**src/verilog/core_regs_pkg.sv**
```systemverilog
// Purpose: Shared constants and types for the core special registers
// Assumes: Single clock, 8-bit special-function register space
// Notes:   Offsets are special-function addresses
package core_regs_pkg;

  localparam int unsigned DATA_WIDTH = 8;

  // ==========================================================================
  // Register addresses
  localparam logic [7:0] ADDR_STACK_TOP_POINTER   = 8'h81;
  localparam logic [7:0] ADDR_DATA_POINTER_LOW    = 8'h82;
  localparam logic [7:0] ADDR_DATA_POINTER_HIGH   = 8'h83;
  localparam logic [7:0] ADDR_PROGRAM_STATUS_WORD = 8'hD0;
  localparam logic [7:0] ADDR_PRIMARY_WORKING_REG = 8'hE0;
  localparam logic [7:0] ADDR_SECOND_OPERAND_REG  = 8'hF0;

  // ==========================================================================
  // Reset values
  localparam logic [7:0] RST_STACK_TOP_POINTER = 8'h07;
  localparam logic [7:0] RST_ZERO_BYTE         = 8'h00;

  // ==========================================================================
  // Status word bit positions
  localparam int unsigned PSW_CARRY_BIT    = 7;
  localparam int unsigned PSW_HALF_BIT     = 6;
  localparam int unsigned PSW_USER0_BIT    = 5;
  localparam int unsigned PSW_BANK_HI_BIT  = 4;
  localparam int unsigned PSW_BANK_LO_BIT  = 3;
  localparam int unsigned PSW_WRAP_BIT     = 2;
  localparam int unsigned PSW_USER1_BIT    = 1;
  localparam int unsigned PSW_ODD_BIT      = 0;

  // ==========================================================================
  // Register bank layout
  localparam int unsigned BANK_SIZE_BYTES = 8;
  localparam int unsigned BANK_COUNT      = 4;
  localparam logic [7:0]  BANK_BASE_ADDR  = 8'h00;
  localparam logic [7:0]  PUSH_STEP       = 8'h01;
  localparam logic [7:0]  BYTE_ONES       = 8'hFF;

  // ==========================================================================
  // Datapath update commands
  typedef enum logic [2:0] {
    SP_HOLD,
    SP_PUSH,
    SP_POP,
    SP_LOAD
  } sp_op_type;

  typedef struct packed {
    logic       carry;
    logic       half_carry;
    logic       user_zero;
    logic [1:0] bank;
    logic       signed_wrap;
    logic       user_one;
  } psw_fields_type;

  // Datapath-side update request, one cycle per instruction stage
  typedef struct packed {
    logic           acc_we;
    logic [7:0]     acc_value;
    logic           b_we;
    logic [7:0]     b_value;
    logic           data_pointer_we;
    logic [15:0]    data_pointer_value;
    logic           data_pointer_inc;
    logic           flags_we;
    logic           carry_we;
    logic           carry_value;
    logic           half_we;
    logic           half_value;
    logic           wrap_we;
    logic           wrap_value;
    sp_op_type      sp_op;
    logic [7:0]     sp_value;
  } core_update_type;

  // Special-function bus request
  typedef struct packed {
    logic       wr;
    logic       rd;
    logic [7:0] addr;
    logic [7:0] wdata;
  } sfr_req_type;

  typedef struct packed {
    logic [7:0] stack_top_pointer;
    logic [7:0] data_pointer_low;
    logic [7:0] data_pointer_high;
    logic [7:0] primary_working_reg;
    logic [7:0] second_operand_reg;
    psw_fields_type program_status_word;
  } core_state_type;

endpackage

```
**src/verilog/cpu_core_special_registers.sv**
```systemverilog
// Purpose: Core special registers of an 8-bit one-clock-per-step core
// Assumes: Inputs synchronous to clk_sys_in; one datapath update per cycle
// Notes:   Special-function writes take precedence over datapath updates
module cpu_core_special_registers #(
  parameter int unsigned BANKS = core_regs_pkg::BANK_COUNT
) (
  input  wire logic                         clk_sys_in,
  input  wire logic                         rst_b_in,
  input  wire core_regs_pkg::sfr_req_type   sfr_req_in,
  input  wire logic [3:0]                   sfr_page_in,
  input  wire core_regs_pkg::core_update_type update_in,
  input  wire logic                         bit_op_we_in,
  input  wire logic                         bit_op_value_in,
  input  wire logic                         psw_user0_we_in,
  input  wire logic                         psw_user0_value_in,
  input  wire logic [2:0]                   reg_number_in,
  output logic [7:0]                        sfr_rdata_out,
  output logic                              sfr_hit_out,
  output logic [7:0]                        program_status_word_out,
  output logic [7:0]                        stack_top_pointer_out,
  output logic [7:0]                        push_address_out,
  output logic [15:0]                       data_pointer_out,
  output logic [7:0]                        primary_working_reg_out,
  output logic [7:0]                        second_operand_reg_out,
  output logic                              carry_flag_out,
  output logic [7:0]                        bank_reg_address_out
);

  // ==========================================================================
  // State
  typedef struct packed {
    core_regs_pkg::core_state_type core;
    logic [7:0]                    rdata;
    logic                          hit;
    logic [7:0]                    push_addr;
    logic [7:0]                    bank_addr;
    logic                          odd;
  } state_type;

  state_type state_q;
  state_type state_d;
  logic      odd_next;
  logic [7:0] acc_next;

  // Page select is ignored: every core register is visible on every page
  logic [3:0] page_unused;
  assign page_unused = sfr_page_in;

  // ==========================================================================
  // Parity of the next working register value
  odd_ones_calc #(
    .WIDTH(core_regs_pkg::DATA_WIDTH)
  ) u_odd (
    .word_in (acc_next),
    .odd_out (odd_next)
  );

  function automatic logic [7:0] psw_pack(input core_regs_pkg::psw_fields_type p, input logic odd);
    logic [7:0] v;
    v = core_regs_pkg::RST_ZERO_BYTE;
    v[core_regs_pkg::PSW_CARRY_BIT]   = p.carry;
    v[core_regs_pkg::PSW_HALF_BIT]    = p.half_carry;
    v[core_regs_pkg::PSW_USER0_BIT]   = p.user_zero;
    v[core_regs_pkg::PSW_BANK_HI_BIT] = p.bank[1];
    v[core_regs_pkg::PSW_BANK_LO_BIT] = p.bank[0];
    v[core_regs_pkg::PSW_WRAP_BIT]    = p.signed_wrap;
    v[core_regs_pkg::PSW_USER1_BIT]   = p.user_one;
    v[core_regs_pkg::PSW_ODD_BIT]     = odd;
    return v;
  endfunction

  // ==========================================================================
  // Next-state logic
  always_comb begin
    logic [15:0] data_pointer;
    logic [7:0]  sfr_val;
    state_d = state_q;
    data_pointer    = {state_q.core.data_pointer_high, state_q.core.data_pointer_low};
    sfr_val = core_regs_pkg::RST_ZERO_BYTE;

    // Datapath updates
    if (update_in.acc_we) begin
      state_d.core.primary_working_reg = update_in.acc_value;
    end
    if (update_in.b_we) begin
      state_d.core.second_operand_reg = update_in.b_value;
    end
    if (update_in.data_pointer_we) begin
      data_pointer = update_in.data_pointer_value;
    end else if (update_in.data_pointer_inc) begin
      data_pointer = data_pointer + 16'h0001;
    end
    state_d.core.data_pointer_low  = data_pointer[7:0];
    state_d.core.data_pointer_high = data_pointer[15:8];
    if (update_in.carry_we) begin
      state_d.core.program_status_word.carry = update_in.carry_value;
    end
    if (bit_op_we_in) begin
      state_d.core.program_status_word.carry = bit_op_value_in;
    end
    if (update_in.half_we) begin
      state_d.core.program_status_word.half_carry = update_in.half_value;
    end
    if (update_in.wrap_we) begin
      state_d.core.program_status_word.signed_wrap = update_in.wrap_value;
    end
    if (psw_user0_we_in) begin
      state_d.core.program_status_word.user_zero = psw_user0_value_in;
    end
    case (update_in.sp_op)
      core_regs_pkg::SP_PUSH: begin
        state_d.core.stack_top_pointer = state_q.core.stack_top_pointer + core_regs_pkg::PUSH_STEP;
      end
      core_regs_pkg::SP_POP: begin
        state_d.core.stack_top_pointer = state_q.core.stack_top_pointer - core_regs_pkg::PUSH_STEP;
      end
      core_regs_pkg::SP_LOAD: begin
        state_d.core.stack_top_pointer = update_in.sp_value;
      end
      default: begin
      end
    endcase

    // Special-function writes, any page
    if (sfr_req_in.wr) begin
      if (sfr_req_in.addr == core_regs_pkg::ADDR_STACK_TOP_POINTER) begin
        state_d.core.stack_top_pointer = sfr_req_in.wdata;
      end else if (sfr_req_in.addr == core_regs_pkg::ADDR_DATA_POINTER_LOW) begin
        state_d.core.data_pointer_low = sfr_req_in.wdata;
      end else if (sfr_req_in.addr == core_regs_pkg::ADDR_DATA_POINTER_HIGH) begin
        state_d.core.data_pointer_high = sfr_req_in.wdata;
      end else if (sfr_req_in.addr == core_regs_pkg::ADDR_PROGRAM_STATUS_WORD) begin
        state_d.core.program_status_word.carry       = sfr_req_in.wdata[core_regs_pkg::PSW_CARRY_BIT];
        state_d.core.program_status_word.half_carry  = sfr_req_in.wdata[core_regs_pkg::PSW_HALF_BIT];
        state_d.core.program_status_word.user_zero   = sfr_req_in.wdata[core_regs_pkg::PSW_USER0_BIT];
        state_d.core.program_status_word.bank        = {sfr_req_in.wdata[core_regs_pkg::PSW_BANK_HI_BIT],
                                        sfr_req_in.wdata[core_regs_pkg::PSW_BANK_LO_BIT]};
        state_d.core.program_status_word.signed_wrap = sfr_req_in.wdata[core_regs_pkg::PSW_WRAP_BIT];
        state_d.core.program_status_word.user_one    = sfr_req_in.wdata[core_regs_pkg::PSW_USER1_BIT];
      end else if (sfr_req_in.addr == core_regs_pkg::ADDR_PRIMARY_WORKING_REG) begin
        state_d.core.primary_working_reg = sfr_req_in.wdata;
      end else if (sfr_req_in.addr == core_regs_pkg::ADDR_SECOND_OPERAND_REG) begin
        state_d.core.second_operand_reg = sfr_req_in.wdata;
      end
    end

    // Parity follows the register value that is being stored
    state_d.odd = odd_next;

    // Push address is the pre-incremented pointer
    state_d.push_addr = state_d.core.stack_top_pointer + core_regs_pkg::PUSH_STEP;

    // Register-number to internal RAM address, banks of eight at the bottom
    state_d.bank_addr = core_regs_pkg::BANK_BASE_ADDR
                        + {3'h0, state_d.core.program_status_word.bank, reg_number_in};

    // Special-function reads
    state_d.hit = 1'b0;
    if (sfr_req_in.addr == core_regs_pkg::ADDR_STACK_TOP_POINTER) begin
      sfr_val     = state_q.core.stack_top_pointer;
      state_d.hit = 1'b1;
    end else if (sfr_req_in.addr == core_regs_pkg::ADDR_DATA_POINTER_LOW) begin
      sfr_val     = state_q.core.data_pointer_low;
      state_d.hit = 1'b1;
    end else if (sfr_req_in.addr == core_regs_pkg::ADDR_DATA_POINTER_HIGH) begin
      sfr_val     = state_q.core.data_pointer_high;
      state_d.hit = 1'b1;
    end else if (sfr_req_in.addr == core_regs_pkg::ADDR_PROGRAM_STATUS_WORD) begin
      sfr_val     = psw_pack(state_q.core.program_status_word, state_q.odd);
      state_d.hit = 1'b1;
    end else if (sfr_req_in.addr == core_regs_pkg::ADDR_PRIMARY_WORKING_REG) begin
      sfr_val     = state_q.core.primary_working_reg;
      state_d.hit = 1'b1;
    end else if (sfr_req_in.addr == core_regs_pkg::ADDR_SECOND_OPERAND_REG) begin
      sfr_val     = state_q.core.second_operand_reg;
      state_d.hit = 1'b1;
    end
    if (!sfr_req_in.rd) begin
      state_d.hit = 1'b0;
      sfr_val     = core_regs_pkg::RST_ZERO_BYTE;
    end
    state_d.rdata = sfr_val;
  end

  // Working register value that the next edge will store
  always_comb begin
    acc_next = state_q.core.primary_working_reg;
    if (update_in.acc_we) begin
      acc_next = update_in.acc_value;
    end
    if (sfr_req_in.wr && sfr_req_in.addr == core_regs_pkg::ADDR_PRIMARY_WORKING_REG) begin
      acc_next = sfr_req_in.wdata;
    end
  end

  // ==========================================================================
  // State register; every update completes in one core clock
  always_ff @(posedge clk_sys_in or negedge rst_b_in) begin
    if (!rst_b_in) begin
      state_q                          <= '0;
      state_q.core.stack_top_pointer   <= core_regs_pkg::RST_STACK_TOP_POINTER;
      state_q.push_addr                <= core_regs_pkg::RST_STACK_TOP_POINTER + core_regs_pkg::PUSH_STEP;
    end else begin
      state_q <= state_d;
    end
  end

  // ==========================================================================
  // Outputs
  assign sfr_rdata_out           = state_q.rdata;
  assign sfr_hit_out             = state_q.hit;
  assign program_status_word_out = psw_pack(state_q.core.program_status_word, state_q.odd);
  assign stack_top_pointer_out   = state_q.core.stack_top_pointer;
  assign push_address_out        = state_q.push_addr;
  assign data_pointer_out        = {state_q.core.data_pointer_high, state_q.core.data_pointer_low};
  assign primary_working_reg_out = state_q.core.primary_working_reg;
  assign second_operand_reg_out  = state_q.core.second_operand_reg;
  assign carry_flag_out          = state_q.core.program_status_word.carry;
  assign bank_reg_address_out    = state_q.bank_addr;

endmodule

```
**src/verilog/odd_ones_calc.sv**
```systemverilog
// Purpose: Odd count of one bits over a word
// Assumes: Purely combinational
// Notes:   Used for the status word parity bit
module odd_ones_calc #(
  parameter int unsigned WIDTH = 8
) (
  input  wire logic [WIDTH-1:0] word_in,
  output logic                  odd_out
);

  // ==========================================================================
  // Reduction
  assign odd_out = ^word_in;

endmodule
```
**config.mk**
```make
export PLATFORM = sky130hd
export DESIGN_NAME = cpu_core_special_registers
export DESIGN_NICKNAME = d
export VERILOG_FILES = /design/src/verilog/core_regs_pkg.sv /design/src/verilog/cpu_core_special_registers.sv /design/src/verilog/odd_ones_calc.sv
export SDC_FILE = /design/constraint.sdc
export NUM_CORES = 1
export LEC_CHECK = 0
export BUFFER_PORTS_ARGS = -buffer_cell sky130_fd_sc_hd__buf_4
export CAP_MARGIN = 10
export CORE_ASPECT_RATIO = 0.9
export CORE_UTILIZATION = 44
export CTS_BUF_LIST = sky130_fd_sc_hd__clkbuf_8
export DETAILED_ROUTE_END_ITERATION = 8
export GPL_TIMING_DRIVEN = 0
export PLACE_DENSITY = 0.72
export SYNTH_ARGS = -nofsm -noshare
export SYNTH_HDL_FRONTEND = slang
export SYNTH_SLANG_ARGS = --single-unit
```
**constraint.sdc**
```tcl
create_clock -name clk_sys_in -period 3.9 [get_ports clk_sys_in]
set_input_delay 0.195 -clock clk_sys_in [delete_from_list [all_inputs] [get_ports clk_sys_in]]
set_output_delay 0.195 -clock clk_sys_in [all_outputs]
set_load 0.01 [all_outputs]
```
## Word-level counts from Yosys, hierarchy flattened

Index checks and enable logic that the tools add are counted.

- Register bits: 70
- Input bits: 85
- Output and inout bits: 74

- Bitwise operators: 3
- Reductions and logical operators: 3
- Muxes and demuxes: 37
- Add/sub/neg operators: 4
- Eq/ne operators: 9

Operators with widths:

| operator | number |
|---|---|
| $mux W8 | 16 |
| $eq A8 B8 Y1 const B | 6 |
| $mux W16 | 3 |
| $mux W47 | 1 |
| $mux W39 | 1 |
| $mux W31 | 1 |
| $pmux W8 S3 | 1 |
| $mux W23 | 1 |
| $add A16 B1 Y16 const B | 1 |
| $add A8 B1 Y8 const B | 2 |
| $mux W1 | 12 |
| $reduce_xor A8 Y1 | 1 |
| $sub A8 B1 Y8 const B | 1 |
| $mux W7 | 1 |
| $eq A3 B2 Y1 const B | 2 |
| $reduce_and A5 Y1 | 1 |
| $eq A3 B1 Y1 const B | 1 |
| $not A1 Y1 | 3 |
| $logic_and A1 B1 Y1 | 1 |

## Depth between registers and ports, before layout

Gate-level depths: netlist (run 1).

- Depth after elaboration: 9
- Gate-level depth with buffers: 12
- Mapped depth without buffers: 11

## By module

Synthesis (run 1) repeated with hierarchy kept, for this count alone.

- Cells, all modules: 459
- Area, all modules: 4,346.7 um^2

Modules (own cells, without submodules):

| module | area each (um^2) | cells each | instances |
|---|---|---|---|
| cpu_core_special_registers | 4,285.4 | 452 | 1 |
| odd_ones_calc | 61.3 | 7 | 1 |

## Least setup slack after synthesis (run 1)

No wires, ideal clock.

- Kind: input-to-reg
- Start: input update_in[9] in the netlist's numbering
- End: register state_q (netlist bit push_address_out[5])
- Path slack: 1,017 ps
- Library setup time: 129 ps
- Data required time: 3,771 ps
- Arrival time: 2,754 ps
- Cell stages on the path: 11
- Cells stage by stage: buf_2 > inv_1 > nor3_1 > fa_1 > nor3b_1 > a21oi_1 > o221a_2 > a31oi_1 > and2b_1 > and2b_1 > xor2_1

RTL lines:

| item | line | text |
|---|---|---|
| from (decl) | cpu_core_special_registers.sv:11 | `input wire core_regs_pkg::core_update_type update_in,` |
| to (signal assigned) | cpu_core_special_registers.sv:204 | `state_q <= state_d;` |
| to (decl) | cpu_core_special_registers.sv:40 | `state_type state_q;` |

==> reports/metrics.yaml, run 1 <==
outcome: "complete, no violations"
drv_slew: 0
skew_ns: 0.0144
overflow: 0
synth_top_area_cell: "dfrtp_1"
root_buffer: "clkbuf_8"
ff2ff_path_depth: 8
slew_headroom_pct: 23.3
whs_endpoint: "data_pointer_out[6]"
power_uw: 2320
leakage_uw: 0.00265
setup_tns_ns: 0
cts_tree: "yes"
routedWlPerCell_um: 18.2
numCtsBuffers: 9
num_rows: 33
fmax_mhz: 311
rsz0062_at_grt: "false"
gp_congestion: 0.955
start_kind: "input port"
cts_sinks: 68
h-tree-depth: 3
rr_startpoint: "stack_top_pointer_out[0]"
worstMarginPinSlew_ns: 1.14
synth-simple-area-share_pct: 16.5
grt_pass1_wl_um: 20700
hold_path_startpoint: "update_in[25]"
yosys_most_used_dff: "dfrtp_1"
peakVddDrop_v: 0.000221
clock_path_buffers: 2
ys_warn_count: 0
path_clk_slew_ns: 0.08
r2r_slack_ns: 1.37
dr.pass1.iters: 5
stdcell_count: 750
finalCritPeriodShare_pct: 82.4
ios: 159
synth_seq_area_share_pct: 39.6
die_w_um: 106
cp.arrival_ns: 3.43
grt_max_degree: 69
io_buffers: 136
area_growth_pct: 33.6
synth_mux_area_share_pct: 12.1
antennaDiodeCount: 0
core_area_mm2: 0.00929
synth_top_family_by_area: "simple AND/OR/NAND/NOR gates"
track_usage_pct: 27.1
cts-resized-gates: 0
worstPathRequired_ns: 4.12
drive_gt1_share_pct: 30.9
fin_crit_ns: 3.21
path_class: "in2reg"
ant_nets: 0
grt_antenna_before_repair: 0
start_util_pct: 46.4
vias_per_cell: 5.64
final_nets: 717
holdPathStages: 3
drc_errors: 0
worstSetupEndpointType: "flop"
die_y_um: 95.9
synth-edff-count: 0
clk_latency_ns: 0.35
dpl.cell_count: 730
routed_wirelength_um: 13600
syn_inst: 470
synth-seq-cells: 68
synth-compound-area-share_pct: 16.2
maxCapViolations: 0
setup_viol: 0
vias: 4228
dieArea_mm2: 0.0102
synthArstFlopShare_pct: 100
critical_path.max_fanout: 10
synth_adder_area_share_pct: 2.79
synth_area_per_cell_um2: 9.17
reg2reg_to: "push_address_out[5]"
p_per_area_mw_per_mm2: 402
dp_hpwl_um: 10200
synth-xor-area-share_pct: 8.13
grt_pass1_vias: 3969
synthTopCellsByArea: "dfrtp_1 (37%), mux2i_1 (8.1%), a21oi_1 (6.3%)"
yosys.cell_types.count: 53
drtIter0Drc: 297
hold_class: "in2reg"
final-hold-violation-count: 0
syn_area_mm2: 0.00431
yosysTopAreaCellShare_pct: 37.2
[what timing repair did]
| action | CTS | global route |
|---|---|---|
| setup buffers | 0 | 0 |
| hold buffers | 4 | 0 |
| hold endpoints to repair | 57 | 0 |
[report_power, final]
part / internal [uW] / switching (uW) / leakage (uW)
Sequential: 816 / 116 / 0.000824
Combinational: 377 / 353 / 0.00171
Clock: 378 / 276 / 0.000114
[worst max-delay path, stage by stage]
cell and delay (ns):
buf_4 0.11, buf_2 0.20, inv_1 0.07, nor3_1 0.90, fa_1 0.58, nor3b_1 0.19
a21oi_1 0.07, o221a_2 0.26, a31oi_1 0.31, and2b_1 0.24, and2b_1 0.16, xor2_1 0.13
[worst max-delay path by stage]
stage | start | to | slack [ns] | depth (start not counted)
3_3_place_gp | update_in[9] | push_address_out[5] | 0.46 | 12
3_5_place_dp | update_in[9] | push_address_out[5] | 0.36 | 12
2_1_floorplan | update_in[9] | push_address_out[5] | 1.02 | 11
5_1_grt | update_in[9] | push_address_out[5] | 0.44 | 12
6_report | update_in[9] | push_address_out[5] | 0.69 | 12
4_1_cts | update_in[9] | push_address_out[5] | 0.73 | 12
[flip-flops by register name, indices dropped and copies added (netlist names)]
name	cells
carry_flag_out	1
sfr_hit_out	1
program_status_word_out	6
stack_top_pointer_out	8
data_pointer_out	16
push_address_out	8
primary_working_reg_out	8
bank_reg_address_out	4
sfr_rdata_out	8
second_operand_reg_out	8
[placed cells by master (no fill, tap or decap), types with 5 or more instances in the layout]
master / count
or3_1: 5
buf_2: 6
ha_1: 8
nand3_1: 12
nand2_1: 38
inv_1: 9
buf_4: 143
a21oi_1: 54
mux2_2: 15
o221ai_1: 9
mux2i_1: 35
xor2_1: 16
xnor2_1: 24
nor2_1: 47
clkbuf_1: 20
nand4_1: 8
dfrtp_1: 64
o21ai_0: 31
clkbuf_8: 10
[per-layer routing]
layer  part of all wire, %  global-route usage (%)  vias up
met3                   8.9                    5.69       28
met5                     0                       0        -
met1                    43                    35.5     1996
met4                   2.5                    11.8        0
met2                    46                    43.4      233
li1                      -                       -     1971
[stage by stage]
step	util, %	instance area [um2]	setup WS, ns	hold slack (ns)
after floorplan	-	4320	1.02	-0.101
after global placement	59.1	5490	0.456	0.305
after detailed placement	59.1	5490	0.363	0.306
after CTS	62.0	5760	0.733	0.124
after global routing	62.0	5760	0.437	0.146
final	62.0	5760	0.686	0.135
[cell usage after synthesis, drive strengths merged (2+ instances only)]
cell	number
a211oi	2
a21o	3
a21oi	54
a22o	2
a22oi	2
a31oi	5
and2b	2
and3	3
and4	2
buf	15
clkbuf	20
dfrtp	64
dfstp	4
ha	8
inv	8
mux2	15
mux2i	35
nand2	38
nand2b	2
nand3	15
nand3b	2
nand4	8
nor2	47
nor2b	3
nor3	4
nor3b	4
nor4b	2
o21ai	32
o221ai	9
or2	2
or3	5
xnor2	24
xor2	16
[kinds of logic (layout without fill, tap and decap cells)]
kind of cell,after synthesis,in the layout
adder cells (fa/ha/maj),9,9
buffers and inverters,44,200
AND/OR/NAND/NOR,141,141
other,1,3
multiplexers,50,50
flip-flops,68,68
AO/OA/AOI/OAI,117,117
XOR/XNOR,40,40
[layout make-up]
| type | count | area, um2 |
|---|---|---|
| fill | 809 | 3530 |
| timing repair buffer | 140 | 1060 |
| clock inverter | 6 | 88.8 |
| tap | 122 | 153 |
| sequential | 68 | 1710 |
| clock buffer | 10 | 138 |
| multi-input combinational | 360 | 2410 |
| inverter | 9 | 33.8 |
| buffer | 35 | 165 |
(Power assumes the default switching activity.)
==> run 2: changes to the inputs <==
--- a/config.mk
+++ b/config.mk
@@ -5,6 +5,7 @@
 export SDC_FILE = /design/constraint.sdc
 export NUM_CORES = 1
 export LEC_CHECK = 0
+export ABC_AREA = 1
 export BUFFER_PORTS_ARGS = -buffer_cell sky130_fd_sc_hd__buf_4
 export CAP_MARGIN = 10
 export CORE_ASPECT_RATIO = 0.9
==> constraint.sdc (replaced) <==
create_clock -name clk_sys_in -period 3.12 [get_ports clk_sys_in]
set_input_delay 0.156 -clock clk_sys_in [delete_from_list [all_inputs] [get_ports clk_sys_in]]
set_output_delay 0.156 -clock clk_sys_in [all_outputs]
set_load 0.01 [all_outputs]
==> run 2 against run 1 <==
  * Synthesized area grew 4.3%
  * Sequential power grew 18%
  * Die area grew 4.2%
  * Synthesized cell count grew 29%
  * Hold slack lost 0.076 ns
  * Clock power grew 23%
  * Sequential share of layout area shrank 1.3 points
  * Cell area grew 4.6%
  * Wire length grew 6.9%
==> reports/metrics.yaml, run 2 <==
outcome: "complete, no violations"
grt_pass1_vias: 4609
dr.pass1.iters: 4
drc_errors: 0
core_area_mm2: 0.00978
syn_inst: 607
seqPwrFrac_pct: 41.0
root_buffer: "clkbuf_8"
rsz0062_at_grt: "false"
comb_power_share_pct: 29.0
synth_area_per_cell_um2: 7.40
synth-seq-cells: 68
reg2reg_to: "push_address_out[6]"
swShare_pct: 32.9
peakVddDrop_v: 0.000280
cts_setup_buffers: 0
r2r_slack_ns: 0.83
switchingPower_uw: 881
fin_crit_ns: 2.29
routed_wirelength_um: 14600
ant_nets: 0
yosys_most_used_dff: "dfrtp_1"
yosysTopAreaCellShare_pct: 35.6
vias: 4740
vias_per_cell: 5.25
synthTopCellsByArea: "dfrtp_1 (36%), nand2_1 (11%), inv_1 (6.2%)"
cts_tree: "yes"
largest_register_ffs: 16
holdBufCountCts: 4
io_buffers: 147
synth-edff-count: 0
final_nets: 865
area_growth_pct: 33.9
internal-power_uw: 1800
dieArea_mm2: 0.0106
hold_path_startpoint: "update_in[20]"
critical_path.max_fanout: 4
fmax_mhz: 436
grt_max_degree: 69
seqCellArea_mm2: 0.00171
ios: 159
setup_viol: 0
drtIter0Drc: 256
syn_area_mm2: 0.00449
clk_latency_ns: 0.35
fill_cells: 917
worstMarginPinSlew_ns: 0.879
worstPathRequired_ns: 3.36
drive_gt1_share_pct: 28.1
critPathSlowestCell: "dfstp_2"
num_rows: 34
yosys.cell_types.count: 47
multi_input_area_mm2: 0.00236
setup_tns_ns: 0
rr_startpoint: "stack_top_pointer_out[2]"
die_w_um: 109
p_clk_share_pct: 30.0
drv_slew: 0
ff2ff_path_depth: 12
holdWs_ns: 0.0586
stdcell_count: 902
cts_sinks: 68
layout_commonest_cell: "buf_4"
path_delay_family: "simple AND/OR/NAND/NOR gates"
synth_seq_area_share_pct: 38.0
overflow: 0
worstSetupEndpointType: "flop"
p_per_area_mw_per_mm2: 445
whs_endpoint: "data_pointer_out[1]"
gp_congestion: 0.928
track_usage_pct: 28.5
synth_top_area_cell: "dfrtp_1"
final_cell_mix: "buf_4 (154), nand2_1 (131), inv_1 (76)"
antennaDiodeCount: 0
ys_top_cells_by_count: "nand2_1 (131), inv_1 (74), dfrtp_1 (64), nor2_1 (60), o21ai_0 (39)"
crit_chain: "ha_1 -> or2_2 -> nand3_1 -> nand2_1 -> nor2_1 -> nor2_1 -> nor2_4 -> nand2_1 -> nor2_1 -> nand2_1 -> nand2_1 -> nand2_1"
maxCapViolations: 0
clock_path_buffers: 2
cp.arrival_ns: 2.53
finalCritPeriodShare_pct: 73.4
slew_headroom_pct: 41.4
final-hold-violation-count: 0
dpl.cell_count: 882
synth.most_common_cell: "nand2_1"
leakage_uw: 0.00321
dp_hpwl_um: 11500
post-place-ws_ns: 0.605
path_clk_slew_ns: 0.08
h-tree-depth: 3
grt_pass1_wl_um: 23100
crit_buf_inv: 0
ys_warn_count: 0
synthArstFlopShare_pct: 100
worst_path_largest_cell_delay_ns: 0.57
start_kind: "flop"
routedWlPerCell_um: 16.2
grt_antenna_before_repair: 0
cts-resized-gates: 0
finish.utilization_pct: 61.5
fin_ws_ns: 0.829
skew_ns: 0.0105
crit_top_cell: "nand2_1"
numCtsBuffers: 9
hold_class: "in2reg"
die_y_um: 97.9
holdPathStages: 3
start_util_pct: 45.9
path_class: "reg2reg"
-- run 2: final cells by class --
type | count | share of cell area, %
Inverter | 83 | 5.24
Multi-Input combinational cell | 438 | 39.2
Buffer | 20 | 2.02
Sequential cell | 68 | 28.4
Timing Repair Buffer | 151 | 19.0
Tap cell | 126 | 2.62
Clock inverter | 7 | 1.54
Clock buffer | 9 | 2.06
-- run 2: through the flow --
step	cell area [um2]	power (uW)
finish	6020	2680
global route	6020	2820
CTS	6020	2680
detailed placement	5760	1880
global placement	5760	1870
floorplan	4500	1480
-- run 2: per-layer routing --
layer  part of all wire, %  track usage, %  vias up
li1                      -               -     2310
met4                   2.0            8.84        0
met1                    45            39.8     2212
met3                   7.1            5.54       32
met5                     0               0        -
met2                    46            44.4      186
-- run 2: worst min-delay path, cell delays in order --
cell and delay (ns):
buf_4 0.08, o211ai_1 0.07, o21ai_1 0.07
-- run 2: worst max path at each step --
stage / start / end / slack (ns) / depth (start not counted)
3_3_place_gp: update_in[10] / push_address_out[7] / 0.66 / 16
4_1_cts: stack_top_pointer_out[2] / push_address_out[6] / 0.84 / 12
2_1_floorplan: update_in[10] / push_address_out[7] / 1.05 / 15
6_report: stack_top_pointer_out[2] / push_address_out[6] / 0.83 / 12
3_5_place_dp: update_in[10] / push_address_out[7] / 0.61 / 16
5_1_grt: stack_top_pointer_out[2] / push_address_out[6] / 0.65 / 12
-- run 2: logic make-up after synthesis --
kind of cell / synth area share (%)
AOI/OAI and AO/OA: 14.3
DFF: 38.0
adders and majority gates: 2.67
muxes: 2.45
other: 0.0834
buffers and inverters: 9.72
and+or+nand+nor: 28.9
xor gates and xnor gates: 3.90
-- run 2: power by group through the flow --
stage                     registers (uW)  logic [uW]  clock network [uW]
after floorplan                     1130         355                   0
after global placement              1110         755                   0
after detailed placement            1110         767                   0
after CTS                           1100         774                 814
after global routing                1110         857                 853
final                               1100         777                 802
==> run 3: changes to the inputs <==
==> constraint.sdc (replaced) <==
create_clock -name clk_sys_in -period 2.3 [get_ports clk_sys_in]
set_input_delay 0.115 -clock clk_sys_in [delete_from_list [all_inputs] [get_ports clk_sys_in]]
set_output_delay 0.115 -clock clk_sys_in [all_outputs]
set_load 0.01 [all_outputs]
==> run 3 against run 2 <==
  * Sequential power increased by 35%
  * Sequential share of layout area decreased by 0.26 points
  * Final cell count increased by 0.44%
  * Hold slack got worse by 0.040 ns
  * Fmax increased by 3.7%
  * Clock power increased by 36%
  * Critical path depth unchanged
  * Critical path type unchanged
  * Largest cell class unchanged
  * Highest routed layer unchanged
==> reports/metrics.yaml, run 3 (synthesis gave the netlist of run 2 again) <==
drive_gt1_share_pct: 29.0
holdPathStages: 3
antennaDiodeCount: 0
grt_pass1_wl_um: 23100
r2r_slack_ns: 0.09
power_uw: 3670
drc_errors: 0
drtIter0Drc: 242
finalCritPeriodShare_pct: 96.1
fin_crit_ns: 2.21
crit_buf_inv: 1
grt_antenna_before_repair: 0
die_y_um: 97.9
stdcell_count: 906
leakage_uw: 0.00323
reg2reg_to: "push_address_out[6]"
worstSetupEndpointType: "flop"
hold_class: "in2reg"
clock_path_buffers: 2
cp.arrival_ns: 2.49
dp_hpwl_um: 11500
routed_wirelength_um: 14800
final_cell_area_mm2: 0.00607
slew_headroom_pct: 42.0
cts_sinks: 68
overflow: 0
layout_commonest_cell: "buf_4"
p_per_area_mw_per_mm2: 604
use_met3_pct: 5.54
routedWlPerCell_um: 16.3
finish.utilization_pct: 62.1
fmax_mhz: 452
dr.pass1.iters: 5
worstPathRequired_ns: 2.58
grt_pass1_vias: 4609
whs_endpoint: "data_pointer_out[1]"
io_buffers: 147
vias_per_cell: 5.29
h-tree-depth: 3
peakVddDrop_v: 0.000384
grt_max_degree: 69
drv_slew: 0
critical_path.max_fanout: 4
hold_path_startpoint: "update_in[20]"
cp-startpoint: "stack_top_pointer_out[2]"
dpl.cell_count: 882
start_util_pct: 45.9
largest_register_ffs: 16
root_buffer: "clkbuf_8"
skew_ns: 0.0107
outcome: "complete, no violations"
path_clk_slew_ns: 0.08
ios: 159
final-hold-violation-count: 0
path_delay_family: "simple AND/OR/NAND/NOR gates"
start_kind: "flop"
clk_latency_ns: 0.35
seqCellArea_mm2: 0.00171
ant_nets: 0
final_nets: 869
die_w_um: 109
busiest_layer: "met2"
vias: 4794
maxCapViolations: 0
multi_input_area_mm2: 0.00238
cts_tree: "yes"
num_rows: 34
fill_cells: 913
final_cell_mix: "buf_4 (158), nand2_1 (130), inv_1 (76)"
track_usage_pct: 28.5
dieArea_mm2: 0.0106
critPathSlowestCell: "dfstp_2"
worst_path_largest_cell_delay_ns: 0.57
numCtsBuffers: 9
ff2ff_path_depth: 12
crit_chain: "ha_4 -> or2_2 -> nand3_1 -> nand2_1 -> nor2_1 -> nor2_2 -> nor2_4 -> nand2_2 -> nor2_2 -> buf_4 -> nand3b_1 -> nand2_1"
path_class: "reg2reg"
area_growth_pct: 35.2
core_area_mm2: 0.00978
place_area_mm2: 0.00576
worstMarginPinSlew_ns: 0.870
rr_startpoint: "stack_top_pointer_out[2]"
setup_tns_ns: 0
met2_usage_pct: 44.4
gp_congestion: 0.928
setup_viol: 0
use_met1_pct: 39.8
## run 3: timing repair
| item | in CTS | in global routing |
|---|---|---|
| endpoints found under the hold margin | 67 | 0 |
| setup endpoints to repair | 0 | 3 |
| buffers inserted | 0 | 4 |
| hold buffers | 4 | 0 |
| gates resized for setup | 0 | 5 |
## run 3: how the worst max path moves through the flow
stage | cells after the start | end
3_5_place_dp | 16 | push_address_out[7]
6_report | 12 | push_address_out[6]
4_1_cts | 12 | push_address_out[6]
3_3_place_gp | 16 | push_address_out[7]
5_1_grt | 12 | push_address_out[6]
2_1_floorplan | 12 | push_address_out[7]
## run 3: final cells by class
class                           count  area share, %
Multi-Input combinational cell    438           39.2
Sequential cell                    68           28.1
Timing Repair Buffer              155           19.3
Inverter                           83           5.19
Tap cell                          126           2.60
Clock buffer                        9           2.04
Buffer                             20           2.00
Clock inverter                      7           1.52
## run 3: stage by stage
step | setup WS (ns) | hold WS [ns]
global placement | -0.123 | 0.226
global route | -0.0171 | 0.0311
CTS | 0.0236 | 0.0132
detailed placement | -0.174 | 0.226
floorplan | 0.263 | -0.181
finish | 0.0897 | 0.0184
## run 3: power breakdown
group	switching, uW	total [uW]	internal [uW]
sequential	145	1490	1340
combinational	584	1090	503
clock	484	1090	609
total	1210	3670	2460
## run 3: metal layers
metal / part of all wire [%] / vias up
met1: 44 / 2232
met4: 1.9 / 0
met3: 8.0 / 27
met5: 0 / -
li1: - / 2322
met2: 46 / 213
## run 3: worst min-delay path, cell delays in order
cell	delay (ns)
buf_4	0.08
o211ai_1	0.07
o21ai_1	0.07
